<file path="config.mk">
export PLATFORM = sky130hd
export DESIGN_NAME = parallel_gpio_upper_bank
export DESIGN_NICKNAME = d
export VERILOG_FILES = /design/src/gpio_upper_pkg.sv /design/src/parallel_gpio_upper_bank.sv
export VERILOG_INCLUDE_DIRS = /design/src
export SDC_FILE = /design/constraint.sdc
export NUM_CORES = 1
export LEC_CHECK = 0
export BUFFER_PORTS_ARGS = -buffer_cell sky130_fd_sc_hd__buf_4
export CAP_MARGIN = 25
export CORE_MARGIN = 3
export CORE_UTILIZATION = 53
export CTS_CLUSTER_SIZE = 10
export DETAILED_ROUTE_END_ITERATION = 10
export GPL_ROUTABILITY_DRIVEN = 0
export GPL_TIMING_DRIVEN = 1
export HOLD_SLACK_MARGIN = 0.12
export PLACE_DENSITY = 0.77
export SLEW_MARGIN = 20
export SYNTH_ARGS = -nofsm -noshare
export SYNTH_HDL_FRONTEND = slang
export SYNTH_SLANG_ARGS = --single-unit
</file>
<file path="constraint.sdc">
create_clock -name sys_clk -period 2.9 [get_ports sys_clk]
set_clock_uncertainty 0.2 [all_clocks]
set_input_delay 0.29 -clock sys_clk [delete_from_list [all_inputs] [get_ports sys_clk]]
set_output_delay 0.29 -clock sys_clk [all_outputs]
set_load 0.1 [all_outputs]
</file>
<file path="src/gpio_upper_defines.svh">
// register indices, addresses, field layout and bus codes of the gpio bank
`ifndef GPIO_UPPER_DEFINES_SVH
`define GPIO_UPPER_DEFINES_SVH

// register indices; byte address is four times the index
`define GPIO_IDX_EN1      16'h4403
`define GPIO_IDX_DIR1     16'h4404
`define GPIO_IDX_DAT1     16'h4405
`define GPIO_IDX_EN2      16'h4406
`define GPIO_IDX_DIR2     16'h4407
`define GPIO_IDX_DAT2     16'h4408

// word address field of haddr compared against the index
`define GPIO_WADDR_HI     31
`define GPIO_WADDR_LO     2
`define GPIO_WADDR_PAD    14'h0000

// register and pin widths
`define GPIO_REG_W        16
`define GPIO_BANK1_W      16
`define GPIO_BANK2_W      14
`define GPIO_PINS         30
`define GPIO_BANK2_LSB    16
`define GPIO_BANK2_MSB    29

// reset values of control, pin, read and spare bits, and zero padding of reads
`define GPIO_CTRL_RST     16'h0000
`define GPIO_PINS_ZERO    30'h0000_0000
`define GPIO_RDATA_ZERO   32'h0000_0000
`define GPIO_UPPER_ZERO   16'h0000
`define GPIO_SPARE_RST    2'h0

// ahb codes
`define AHB_HSIZE_WORD    3'h2
`define AHB_HRESP_OKAY    1'h0

`endif

</file>
<file path="src/gpio_upper_pkg.sv">
// types shared by the upper gpio bank
package gpio_upper_pkg;

  // bus handshake state, one-hot
  typedef enum logic [3:0] {
    ST_IDLE   = 4'b0001,
    ST_WRITE  = 4'b0010,
    ST_RDWAIT = 4'b0100,
    ST_RDOUT  = 4'b1000
  } bus_state_e;

  // decoded register select, one-hot
  typedef enum logic [6:0] {
    SEL_NONE = 7'b000_0001,
    SEL_EN1  = 7'b000_0010,
    SEL_DIR1 = 7'b000_0100,
    SEL_DAT1 = 7'b000_1000,
    SEL_EN2  = 7'b001_0000,
    SEL_DIR2 = 7'b010_0000,
    SEL_DAT2 = 7'b100_0000
  } reg_sel_e;

  // address phase held over into the data phase
  typedef struct packed {
    logic     valid;
    logic     write;
    reg_sel_e sel;
  } addr_phase_s;

endpackage

</file>
<file path="src/parallel_gpio_upper_bank.sv">
// parallel gpio for pins 16 to 45 with an ahb-lite register slave
//
// Functional notes
// - an output pin is driven low for data bit 0 and high for data bit 1.
// - an input pin reads back 0 for a low level and 1 for a high level.
// - with its enable bit 0 a pin is released to high impedance.
// - with its enable bit 1 a pin obeys its direction and data bits.
// - direction bit 0 makes a pin an input, 1 makes it an output.
// - after reset each data bit holds the level seen on its pin.
// - bits 13 to 0 of the third bank map to pins 32 to 45, 15 and 14 spare.
// - bits 15 to 0 of the second data register map to pins 16 to 31.
// - pins 16 to 31 have own enable and direction registers, reset to 0.
//
// Design decision made here: register access over AHB-Lite.
`timescale 1ns/1ps
`include "gpio_upper_defines.svh"

module parallel_gpio_upper_bank (
  // clock, reset, enable
  input  wire logic                       sys_clk,
  input  wire logic                       rst_n,
  input  wire logic                       clkEn,
  // ahb-lite slave
  input  wire logic                       hsel,
  input  wire logic [31:0]                haddr,
  input  wire logic [1:0]                 htrans,
  input  wire logic                       hwrite,
  input  wire logic [2:0]                 hsize,
  input  wire logic                       hready,
  input  wire logic [31:0]                hwdata,
  output logic      [31:0]                hrdata,
  output logic                            hreadyout,
  output logic                            hresp,
  // pins 16 to 45, bit 0 is pin 16
  input  wire logic [`GPIO_PINS-1:0]      pinIn,
  output logic      [`GPIO_PINS-1:0]      pinOut,
  output logic      [`GPIO_PINS-1:0]      pinOe
);

  ////////////////////////////////////////////////////////////////////////////
  // declarations

  gpio_upper_pkg::bus_state_e  state_ff;
  gpio_upper_pkg::bus_state_e  nxt_state;
  gpio_upper_pkg::addr_phase_s aph_ff;
  gpio_upper_pkg::addr_phase_s nxt_aph;

  logic [`GPIO_REG_W-1:0] enBank1_ff;
  logic [`GPIO_REG_W-1:0] dirBank1_ff;
  logic [`GPIO_REG_W-1:0] datBank1_ff;
  logic [`GPIO_REG_W-1:0] enBank2_ff;
  logic [`GPIO_REG_W-1:0] dirBank2_ff;
  logic [`GPIO_REG_W-1:0] datBank2_ff;

  logic [`GPIO_PINS-1:0]  pinMeta_ff;
  logic [`GPIO_PINS-1:0]  pinSync_ff;
  logic [`GPIO_PINS-1:0]  enAll;
  logic [`GPIO_PINS-1:0]  dirAll;
  logic [`GPIO_PINS-1:0]  datAll;
  logic [`GPIO_PINS-1:0]  drives;
  logic [`GPIO_PINS-1:0]  nxt_datAll;
  logic [`GPIO_PINS-1:0]  pinOut_ff;
  logic [`GPIO_PINS-1:0]  pinOe_ff;

  logic [31:0]            hrdata_ff;
  logic [31:0]            nxt_hrdata;
  logic                   takeReq;
  logic                   wrStrobe;
  logic [`GPIO_REG_W-1:0] wrWord;

  ////////////////////////////////////////////////////////////////////////////
  // functions

  // word address match against a register index
  function automatic logic hitIndex(
    input logic [31:0]            addr,
    input logic [`GPIO_REG_W-1:0] idx
  );
    logic [29:0] want;
    want = {`GPIO_WADDR_PAD, idx};
    hitIndex = (addr[`GPIO_WADDR_HI:`GPIO_WADDR_LO] == want);
  endfunction

  // address to one-hot register select
  function automatic gpio_upper_pkg::reg_sel_e decodeSel(
    input logic [31:0] addr
  );
    gpio_upper_pkg::reg_sel_e sel;
    sel = gpio_upper_pkg::SEL_NONE;
    if (hitIndex(addr, `GPIO_IDX_EN1)) begin
      sel = gpio_upper_pkg::SEL_EN1;
    end else if (hitIndex(addr, `GPIO_IDX_DIR1)) begin
      sel = gpio_upper_pkg::SEL_DIR1;
    end else if (hitIndex(addr, `GPIO_IDX_DAT1)) begin
      sel = gpio_upper_pkg::SEL_DAT1;
    end else if (hitIndex(addr, `GPIO_IDX_EN2)) begin
      sel = gpio_upper_pkg::SEL_EN2;
    end else if (hitIndex(addr, `GPIO_IDX_DIR2)) begin
      sel = gpio_upper_pkg::SEL_DIR2;
    end else if (hitIndex(addr, `GPIO_IDX_DAT2)) begin
      sel = gpio_upper_pkg::SEL_DAT2;
    end
    decodeSel = sel;
  endfunction

  // widen a register to the bus word, upper bits read as zero
  function automatic logic [31:0] toWord(
    input logic [`GPIO_REG_W-1:0] val
  );
    toWord = {`GPIO_UPPER_ZERO, val};
  endfunction

  ////////////////////////////////////////////////////////////////////////////
  // bus handshake

  // a new transfer is taken only while the bus is ready and we are enabled
  assign takeReq = hsel && htrans[1] && hready && clkEn;

  always_comb begin
    nxt_aph       = aph_ff;
    nxt_aph.valid = 1'b0;
    if (takeReq) begin
      nxt_aph.valid = 1'b1;
      nxt_aph.write = hwrite && (hsize == `AHB_HSIZE_WORD);
      nxt_aph.sel   = decodeSel(haddr);
    end
  end

  always_comb begin
    nxt_state = state_ff;
    unique case (state_ff)
      gpio_upper_pkg::ST_IDLE,
      gpio_upper_pkg::ST_WRITE,
      gpio_upper_pkg::ST_RDOUT: begin
        if (!takeReq) begin
          nxt_state = gpio_upper_pkg::ST_IDLE;
        end else if (hwrite) begin
          nxt_state = gpio_upper_pkg::ST_WRITE;
        end else begin
          nxt_state = gpio_upper_pkg::ST_RDWAIT;
        end
      end
      gpio_upper_pkg::ST_RDWAIT: begin
        nxt_state = gpio_upper_pkg::ST_RDOUT;
      end
      default: begin
        nxt_state = gpio_upper_pkg::ST_IDLE;
      end
    endcase
  end

  always_ff @(posedge sys_clk) begin
    if (!rst_n) begin
      state_ff <= gpio_upper_pkg::ST_IDLE;
    end else if (clkEn) begin
      state_ff <= nxt_state;
    end
  end

  // address phase is consumed by the data phase, never re-taken in a wait
  always_ff @(posedge sys_clk) begin
    if (!rst_n) begin
      aph_ff <= '{valid: 1'b0, write: 1'b0, sel: gpio_upper_pkg::SEL_NONE};
    end else if (clkEn && state_ff != gpio_upper_pkg::ST_RDWAIT) begin
      aph_ff <= nxt_aph;
    end
  end

  // one wait state on reads so that read data comes from a flop and still
  // sees a write made in the cycle before
  assign hreadyout = clkEn && (state_ff != gpio_upper_pkg::ST_RDWAIT);
  assign hresp     = `AHB_HRESP_OKAY;
  assign hrdata    = hrdata_ff;

  assign wrStrobe = clkEn && aph_ff.valid && aph_ff.write &&
                    (state_ff == gpio_upper_pkg::ST_WRITE);
  assign wrWord   = hwdata[`GPIO_REG_W-1:0];

  ////////////////////////////////////////////////////////////////////////////
  // read path

  // unmapped addresses read as zero
  always_comb begin
    nxt_hrdata = `GPIO_RDATA_ZERO;
    unique case (aph_ff.sel)
      gpio_upper_pkg::SEL_EN1:  nxt_hrdata = toWord(enBank1_ff);
      gpio_upper_pkg::SEL_DIR1: nxt_hrdata = toWord(dirBank1_ff);
      gpio_upper_pkg::SEL_DAT1: nxt_hrdata = toWord(datBank1_ff);
      gpio_upper_pkg::SEL_EN2:  nxt_hrdata = toWord(enBank2_ff);
      gpio_upper_pkg::SEL_DIR2: nxt_hrdata = toWord(dirBank2_ff);
      gpio_upper_pkg::SEL_DAT2: nxt_hrdata = toWord(datBank2_ff);
      gpio_upper_pkg::SEL_NONE: nxt_hrdata = `GPIO_RDATA_ZERO;
      default:                  nxt_hrdata = `GPIO_RDATA_ZERO;
    endcase
  end

  always_ff @(posedge sys_clk) begin
    if (!rst_n) begin
      hrdata_ff <= `GPIO_RDATA_ZERO;
    end else if (clkEn && state_ff == gpio_upper_pkg::ST_RDWAIT) begin
      hrdata_ff <= nxt_hrdata;
    end
  end

  ////////////////////////////////////////////////////////////////////////////
  // enable and direction registers

  // pins 16 to 31 keep their own enable and direction words
  always_ff @(posedge sys_clk) begin
    if (!rst_n) begin
      enBank1_ff  <= `GPIO_CTRL_RST;
      dirBank1_ff <= `GPIO_CTRL_RST;
    end else if (wrStrobe) begin
      if (aph_ff.sel == gpio_upper_pkg::SEL_EN1) begin
        enBank1_ff <= wrWord;
      end
      if (aph_ff.sel == gpio_upper_pkg::SEL_DIR1) begin
        dirBank1_ff <= wrWord;
      end
    end
  end

  // spare bits 15 and 14 store what is written but steer nothing
  always_ff @(posedge sys_clk) begin
    if (!rst_n) begin
      enBank2_ff  <= `GPIO_CTRL_RST;
      dirBank2_ff <= `GPIO_CTRL_RST;
    end else if (wrStrobe) begin
      if (aph_ff.sel == gpio_upper_pkg::SEL_EN2) begin
        enBank2_ff <= wrWord;
      end
      if (aph_ff.sel == gpio_upper_pkg::SEL_DIR2) begin
        dirBank2_ff <= wrWord;
      end
    end
  end

  // flatten both banks: bit 0 is pin 16, bit 29 is pin 45
  assign enAll  = {enBank2_ff[`GPIO_BANK2_W-1:0], enBank1_ff};
  assign dirAll = {dirBank2_ff[`GPIO_BANK2_W-1:0], dirBank1_ff};
  assign datAll = {datBank2_ff[`GPIO_BANK2_W-1:0], datBank1_ff};

  // a pin is driven only when routed to gpio and set as an output
  assign drives = enAll & dirAll;

  ////////////////////////////////////////////////////////////////////////////
  // pin synchroniser

  // no reset: the pin level itself is what reset must capture
  always_ff @(posedge sys_clk) begin
    if (clkEn) begin
      pinMeta_ff <= pinIn;
      pinSync_ff <= pinMeta_ff;
    end
  end

  ////////////////////////////////////////////////////////////////////////////
  // data registers

  // bits not driven follow the pin; written value only sticks on outputs
  always_comb begin
    nxt_datAll = (datAll & drives) | (pinSync_ff & ~drives);
    if (wrStrobe && aph_ff.sel == gpio_upper_pkg::SEL_DAT1) begin
      nxt_datAll[`GPIO_BANK1_W-1:0] =
        (wrWord & drives[`GPIO_BANK1_W-1:0]) |
        (pinSync_ff[`GPIO_BANK1_W-1:0] & ~drives[`GPIO_BANK1_W-1:0]);
    end
    if (wrStrobe && aph_ff.sel == gpio_upper_pkg::SEL_DAT2) begin
      nxt_datAll[`GPIO_BANK2_MSB:`GPIO_BANK2_LSB] =
        (wrWord[`GPIO_BANK2_W-1:0] &
         drives[`GPIO_BANK2_MSB:`GPIO_BANK2_LSB]) |
        (pinSync_ff[`GPIO_BANK2_MSB:`GPIO_BANK2_LSB] &
         ~drives[`GPIO_BANK2_MSB:`GPIO_BANK2_LSB]);
    end
  end

  // synchronous reset loads the sampled pin levels, not a constant
  always_ff @(posedge sys_clk) begin
    if (!rst_n) begin
      datBank1_ff <= pinSync_ff[`GPIO_BANK1_W-1:0];
    end else if (clkEn) begin
      datBank1_ff <= nxt_datAll[`GPIO_BANK1_W-1:0];
    end
  end

  // spare bits 15 and 14 of the third bank hold what software wrote
  always_ff @(posedge sys_clk) begin
    if (!rst_n) begin
      datBank2_ff <= {`GPIO_SPARE_RST,
                      pinSync_ff[`GPIO_BANK2_MSB:`GPIO_BANK2_LSB]};
    end else if (clkEn) begin
      datBank2_ff[`GPIO_BANK2_W-1:0] <=
        nxt_datAll[`GPIO_BANK2_MSB:`GPIO_BANK2_LSB];
      if (wrStrobe && aph_ff.sel == gpio_upper_pkg::SEL_DAT2) begin
        datBank2_ff[`GPIO_REG_W-1:`GPIO_BANK2_W] <=
          wrWord[`GPIO_REG_W-1:`GPIO_BANK2_W];
      end
    end
  end

  ////////////////////////////////////////////////////////////////////////////
  // pin drivers

  // registered so the pads see no decode glitches
  always_ff @(posedge sys_clk) begin
    if (!rst_n) begin
      pinOe_ff  <= `GPIO_PINS_ZERO;
      pinOut_ff <= `GPIO_PINS_ZERO;
    end else if (clkEn) begin
      pinOe_ff  <= drives;
      pinOut_ff <= datAll & drives;
    end
  end

  assign pinOe  = pinOe_ff;
  assign pinOut = pinOut_ff;

endmodule

</file>
* Yosys cells after proc, flatten, opt, wreduce, memory -nomap -nowiden
Index checks and enable logic that the tools add are counted.
** Storage, ports and cells
- Register bits after elaboration :: 261
- Logic and storage cells :: 83
** Cells by class
- Eq/ne operators :: 19
- Mux-type cells :: 17
- Bitwise logic cells :: 13
- Reduce and logical (&&, ||, !) cells :: 18
** Operators with widths (count)
- $eq A30 B15 Y1 const B :: 6
- $pmux W16 S6 :: 1
- $and A30 B30 Y30 :: 3
- $mux W16 :: 3
- $mux W14 :: 3
- $mux W7 :: 6
- $and A16 B16 Y16 :: 2
- $not A30 Y30 :: 1
- $or A30 B30 Y30 :: 1
- $and A14 B14 Y14 :: 2
- $not A16 Y16 :: 1
- $or A16 B16 Y16 :: 1
- $not A14 Y14 :: 1
- $or A14 B14 Y14 :: 1
- $reduce_and A2 Y1 :: 6
- $logic_and A1 B1 Y1 :: 11
- $mux W9 :: 1
- $pmux W4 S2 :: 1
- $eq A7 B2 Y1 const B :: 1
- $eq A7 B3 Y1 const B :: 1
- $eq A7 B4 Y1 const B :: 1
- $eq A7 B5 Y1 const B :: 1
- $eq A7 B6 Y1 const B :: 1
- $eq A7 B7 Y1 const B :: 1
- 9 further kinds :: 10

* Longest topological paths before layout
- Depth after elaboration :: 8
- Mapped depth :: 7
- Depth with buffers taken out :: 4

* Worst setup path after synthesis
Ideal clock, no wire load.
- Kind :: reg2reg
- From :: register aph_ff[6] (netlist name)
- To :: register (tool-made name)
- Data arrival time :: 1892 ps
- Data required time :: 2407 ps
- Setup slack :: 515 ps
- Stages on the path, launching flop included :: 7
- Path buffers :: 2
- Period minus slack after synthesis :: 2385 ps
- Cells stage by stage :: dfxtp_1 > or4_1 > buf_6 > nor4_2 > clkbuf_1 > o21ai_0 > nand2_1
** RTL lines
- start, declared :: line parallel_gpio_upper_bank.sv:45 : gpio_upper_pkg::addr_phase_s aph_ff;
- start signal, assigned :: line parallel_gpio_upper_bank.sv:163 : aph_ff <= '{valid: 1'b0, write: 1'b0, sel: gpio_upper_pkg::SEL_NONE};
- start signal, assigned :: line parallel_gpio_upper_bank.sv:165 : aph_ff <= nxt_aph;

* Final worst setup path
- From :: register aph_ff[0] (netlist name)
- To :: register dirBank1_ff[5]
** Between the ends
- Cells in the longest elaborated chain, start to end :: 2
** RTL lines
- $eq A7 B3 Y1 :: line parallel_gpio_upper_bank.sv:217 : if (aph_ff.sel == gpio_upper_pkg::SEL_DIR1) begin
- $reduce_and A2 Y1 (no line)
- end signal, assigned :: line parallel_gpio_upper_bank.sv:212 : dirBank1_ff <= `GPIO_CTRL_RST;
- end signal, assigned :: line parallel_gpio_upper_bank.sv:218 : dirBank1_ff <= wrWord;
- end, declared :: line parallel_gpio_upper_bank.sv:49 : logic [`GPIO_REG_W-1:0] dirBank1_ff;
Every way passes these cells.
A chain may end at the register's enable or synchronous reset.

==> reports/metrics.json <==
{
  "grt.overflow.total": 0,
  "global_route.usage.total_pct": 26.8,
  "crit_path_cell_trace": "or4_4 > nor4_4 > buf_4 > mux2i_1 > nor2_1 > dlygate4sd3_1",
  "crit_path_top_delay_cell": "sky130_fd_sc_hd__or4_4",
  "floorplan.die.height_um": 147,
  "cts_root_buf": "sky130_fd_sc_hd__clkbuf_16",
  "finalCriticalPeriod_ns": 2.78,
  "min_hold_slack_ns": 0.141,
  "period_share_pct": 95.9,
  "yosysSeqAreaShare_pct": 55.3,
  "io_pins": 199,
  "die-area_um2": 21500,
  "min_from": "htrans[1]",
  "crit_required_ns": 3.11,
  "detail_route.drc_violations": 0,
  "initial_core_util_pct": 55.0,
  "tritoncts": "done",
  "cp_num_buf_inv": 2,
  "grt.met1_usage_pct": 35.2,
  "grtUsageMet3_pct": 5.18,
  "ys.flop_type": "sky130_fd_sc_hd__dfxtp_1",
  "drt_first_iter_violations": 1031,
  "globalRoute.busiestLayer": "met2",
  "dr.pass1.iters": 5,
  "path_clk_slew_ns": 0.06,
  "wl_per_cell_um": 19.6,
  "holdPathStages": 5,
  "synth_largest_type_area_fraction_pct": 29.6,
  "maximum_number_of_pins_on_one_net_before_global_route_repair": 170,
  "wirelength_mm": 30.2,
  "reg2reg_depth": 6,
  "regToRegEndpoint": "dirBank1_ff[5]$_SDFFE_PN0P_",
  "insertion_delay_ns": 0.53,
  "route.detailed.vias_per_inst": 5.93,
  "cts_buffers": 28,
  "status": "finished, final reports clean",
  "grt_first_pass_wirelength_mm": 47.0,
  "netlist_top_cells_area": "sky130_fd_sc_hd__dfxtp_1, sky130_fd_sc_hd__edfxtp_1, sky130_fd_sc_hd__mux2i_1",
  "cp-start-kind": "flop",
  "hold_path.class": "input port to flop",
  "netlist_area_um2": 10500,
  "yosys.cell_count.top_type": "sky130_fd_sc_hd__dfxtp_1",
  "cp.arrival_ns": 2.99,
  "reg2reg_slack_ns": 0.12,
  "synth_top_cell_by_area": "sky130_fd_sc_hd__dfxtp_1",
  "route.vias.total": 9137,
  "relSlewSlack_pct": 42.2,
  "syn_avg_cell_area_um2": 10.1,
  "grt_util_met2_pct": 44.2,
  "totalPowerFinal_mw": 7.36,
  "fraction_of_final_layout_cells_with_drive_strength_greater_than_1_pct": 18.4,
  "synth.distinct_cells": 53,
  "critical-path-top-delay-family": "simple AND/OR/NAND/NOR gates",
  "post_synthesis_register_bit_count": 245,
  "max_stage_delay_ns": 0.63,
  "final_net_count": 1365,
  "clock_tree.htree_level_count": 1,
  "power.ir.vdd_worst_v": 0.000490,
  "hold_path_sink": "aph_ff[8]$_SDFFE_PN0P_",
  "maxCapViolCount": 0,
  "via_count_of_the_first_global_routing_pass": 8727,
  "diodes": 0,
  "detailedPlacementHpwl_mm": 19.4,
  "setup_repair_after_global_routing_missed_its_margin": "no",
  "ant_nets": 0,
  "rows": 50,
  "r2r_start": "aph_ff[0]$_SDFFE_PN1P_",
  "io_buffer_count": 162,
  "number_of_instances_in_the_synthesized_netlist": 1041,
  "finalInstanceArea_um2": 13400,
  "worstSetupEndpointType": "flop",
  "yosys_warnings": 0,
  "number_of_antenna_violations_at_the_first_check_in_global_routing": 0,
  "p_leak_nw": 4.92,
  "async_reset_ff_share_pct": 0,
  "worstPathMaxFanout": 11,
  "postPlaceCellArea_um2": 12000,
  "max-clock-path-buffers": 3,
  "timing_worst_setup_path_type": "flop to flop",
  "fraction_of_the_core_area_covered_by_cells_at_the_end_of_the_flow_pct": 70.4,
  "areaGrowthSynthToFinish_pct": 28.0,
  "layout.filler_cells": 1396,
  "fmax_mhz": 360,
  "totalNegativeSetupSlack_ns": 0,
  "synth_edf_count": 90,
  "timing.final.max_slew_violations": 0,
  "synth_top_cells_by_count": "sky130_fd_sc_hd__dfxtp_1, sky130_fd_sc_hd__nand2_1, sky130_fd_sc_hd__edfxtp_1, sky130_fd_sc_hd__a21oi_1, sky130_fd_sc_hd__o21ai_0",
  "die_w_um": 147,
  "final_hold_viol_count": 0,
  "setup_violations": 0,
  "cellPowerDensity_nw_per_um2": 548,
  "cts_setup_buffers": 0,
  "core_area_um2": 19100,
  "clkSinkCount": 245,
  "tightestPinTransition_ns": 0.845
}
cell families (layout without fill, tap and decap cells):
logic type | count (synthesis) | in the layout | share of synthesized area [%]
AOI/OAI and AO/OA | 243 | 243 | 14.1
xor gates and xnor gates | 1 | 1 | 0.0835
buffers and inverters | 92 | 315 | 4.15
DFF | 245 | 245 | 55.3
muxes | 66 | 66 | 6.30
other | 1 | 17 | 0.0357
and+or+nand+nor | 393 | 393 | 20.0
worst register-to-register path, cell delays in order (launching register included):
cell and delay [ns]:
sky130_fd_sc_hd__dfxtp_1 0.37, sky130_fd_sc_hd__or4_4 0.63, sky130_fd_sc_hd__nor4_4 0.32, sky130_fd_sc_hd__buf_4 0.30, sky130_fd_sc_hd__mux2i_1 0.21, sky130_fd_sc_hd__nor2_1 0.06, sky130_fd_sc_hd__dlygate4sd3_1 0.58
layer usage:
layer | up-vias | share of wire [%]
met3 | 78 | 10
met5 | - | 0
met2 | 503 | 48
met1 | 4287 | 39
met4 | 0 | 3.5
li1 | 4269 | -
metrics by stage:
step / cells / setup WS (ns)
2_1_floorplan: 1057 / 0.515
3_3_place_gp: 1424 / 0.420
3_5_place_dp: 1424 / 0.392
4_1_cts: 1540 / 0.0123
5_1_grt: 1540 / 0.0259
6_report: 1540 / 0.120
layout by cell type, fill, tap and decap left out, drive strengths merged, types with 9 or more instances in the layout:
master | Yosys | routed
nand2 | 129 | 129
a41oi | 15 | 15
o21ai | 80 | 80
mux2i | 66 | 66
nand3 | 50 | 50
dfxtp | 155 | 155
nand2b | 63 | 63
nand4 | 63 | 63
edfxtp | 90 | 90
a31oi | 9 | 9
conb | 1 | 17
buf | 26 | 195
dlygate4sd3 | 0 | 66
a221oi | 11 | 11
nor2 | 27 | 27
nand3b | 11 | 11
a22oi | 9 | 9
a21oi | 83 | 83
a22o | 17 | 17
clkbuf | 62 | 49
worst max-delay path by stage:
stage                     slack [ns]                           to  depth (start not counted)                      from
after global routing            0.03       aph_ff[1]$_SDFFE_PN0P_                          6                  haddr[5]
after floorplan                 0.52                         flop                          6    aph_ff[6]$_SDFFE_PN0P_
final                           0.12  dirBank1_ff[5]$_SDFFE_PN0P_                          6    aph_ff[0]$_SDFFE_PN1P_
after detailed placement        0.39                         flop                          4  state_ff[3]$_SDFFE_PN0P_
after global placement          0.42                         flop                          4  state_ff[3]$_SDFFE_PN0P_
after CTS                       0.01  dirBank1_ff[5]$_SDFFE_PN0P_                          6    aph_ff[0]$_SDFFE_PN1P_
area by class of cell:
| type | count | area, um2 | area share [%] |
|---|---|---|---|
| clock buffer | 49 | 801 | 5.96 |
| clock inverter | 1 | 5.00 | 0.0373 |
| inverter | 4 | 15.0 | 0.112 |
| multi-input combinational | 720 | 4320 | 32.1 |
| sequential | 245 | 5810 | 43.2 |
| tap | 260 | 325 | 2.42 |
| timing repair buffer | 261 | 2170 | 16.1 |
timing repair:
action,CTS,global route
hold buffers,66,0
resized for setup,0,1
endpoints found under the hold margin,144,0
endpoints found under the setup margin,0,1
report_power, final:
part	total [mW]	internal, mW	switching, mW
clock	3.16	1.84	1.31
sequential	3.72	3.68	0.0441
combinational	0.481	0.179	0.302
total	7.36	5.70	1.66
Note: power is estimated with default switching activity, not from simulation.
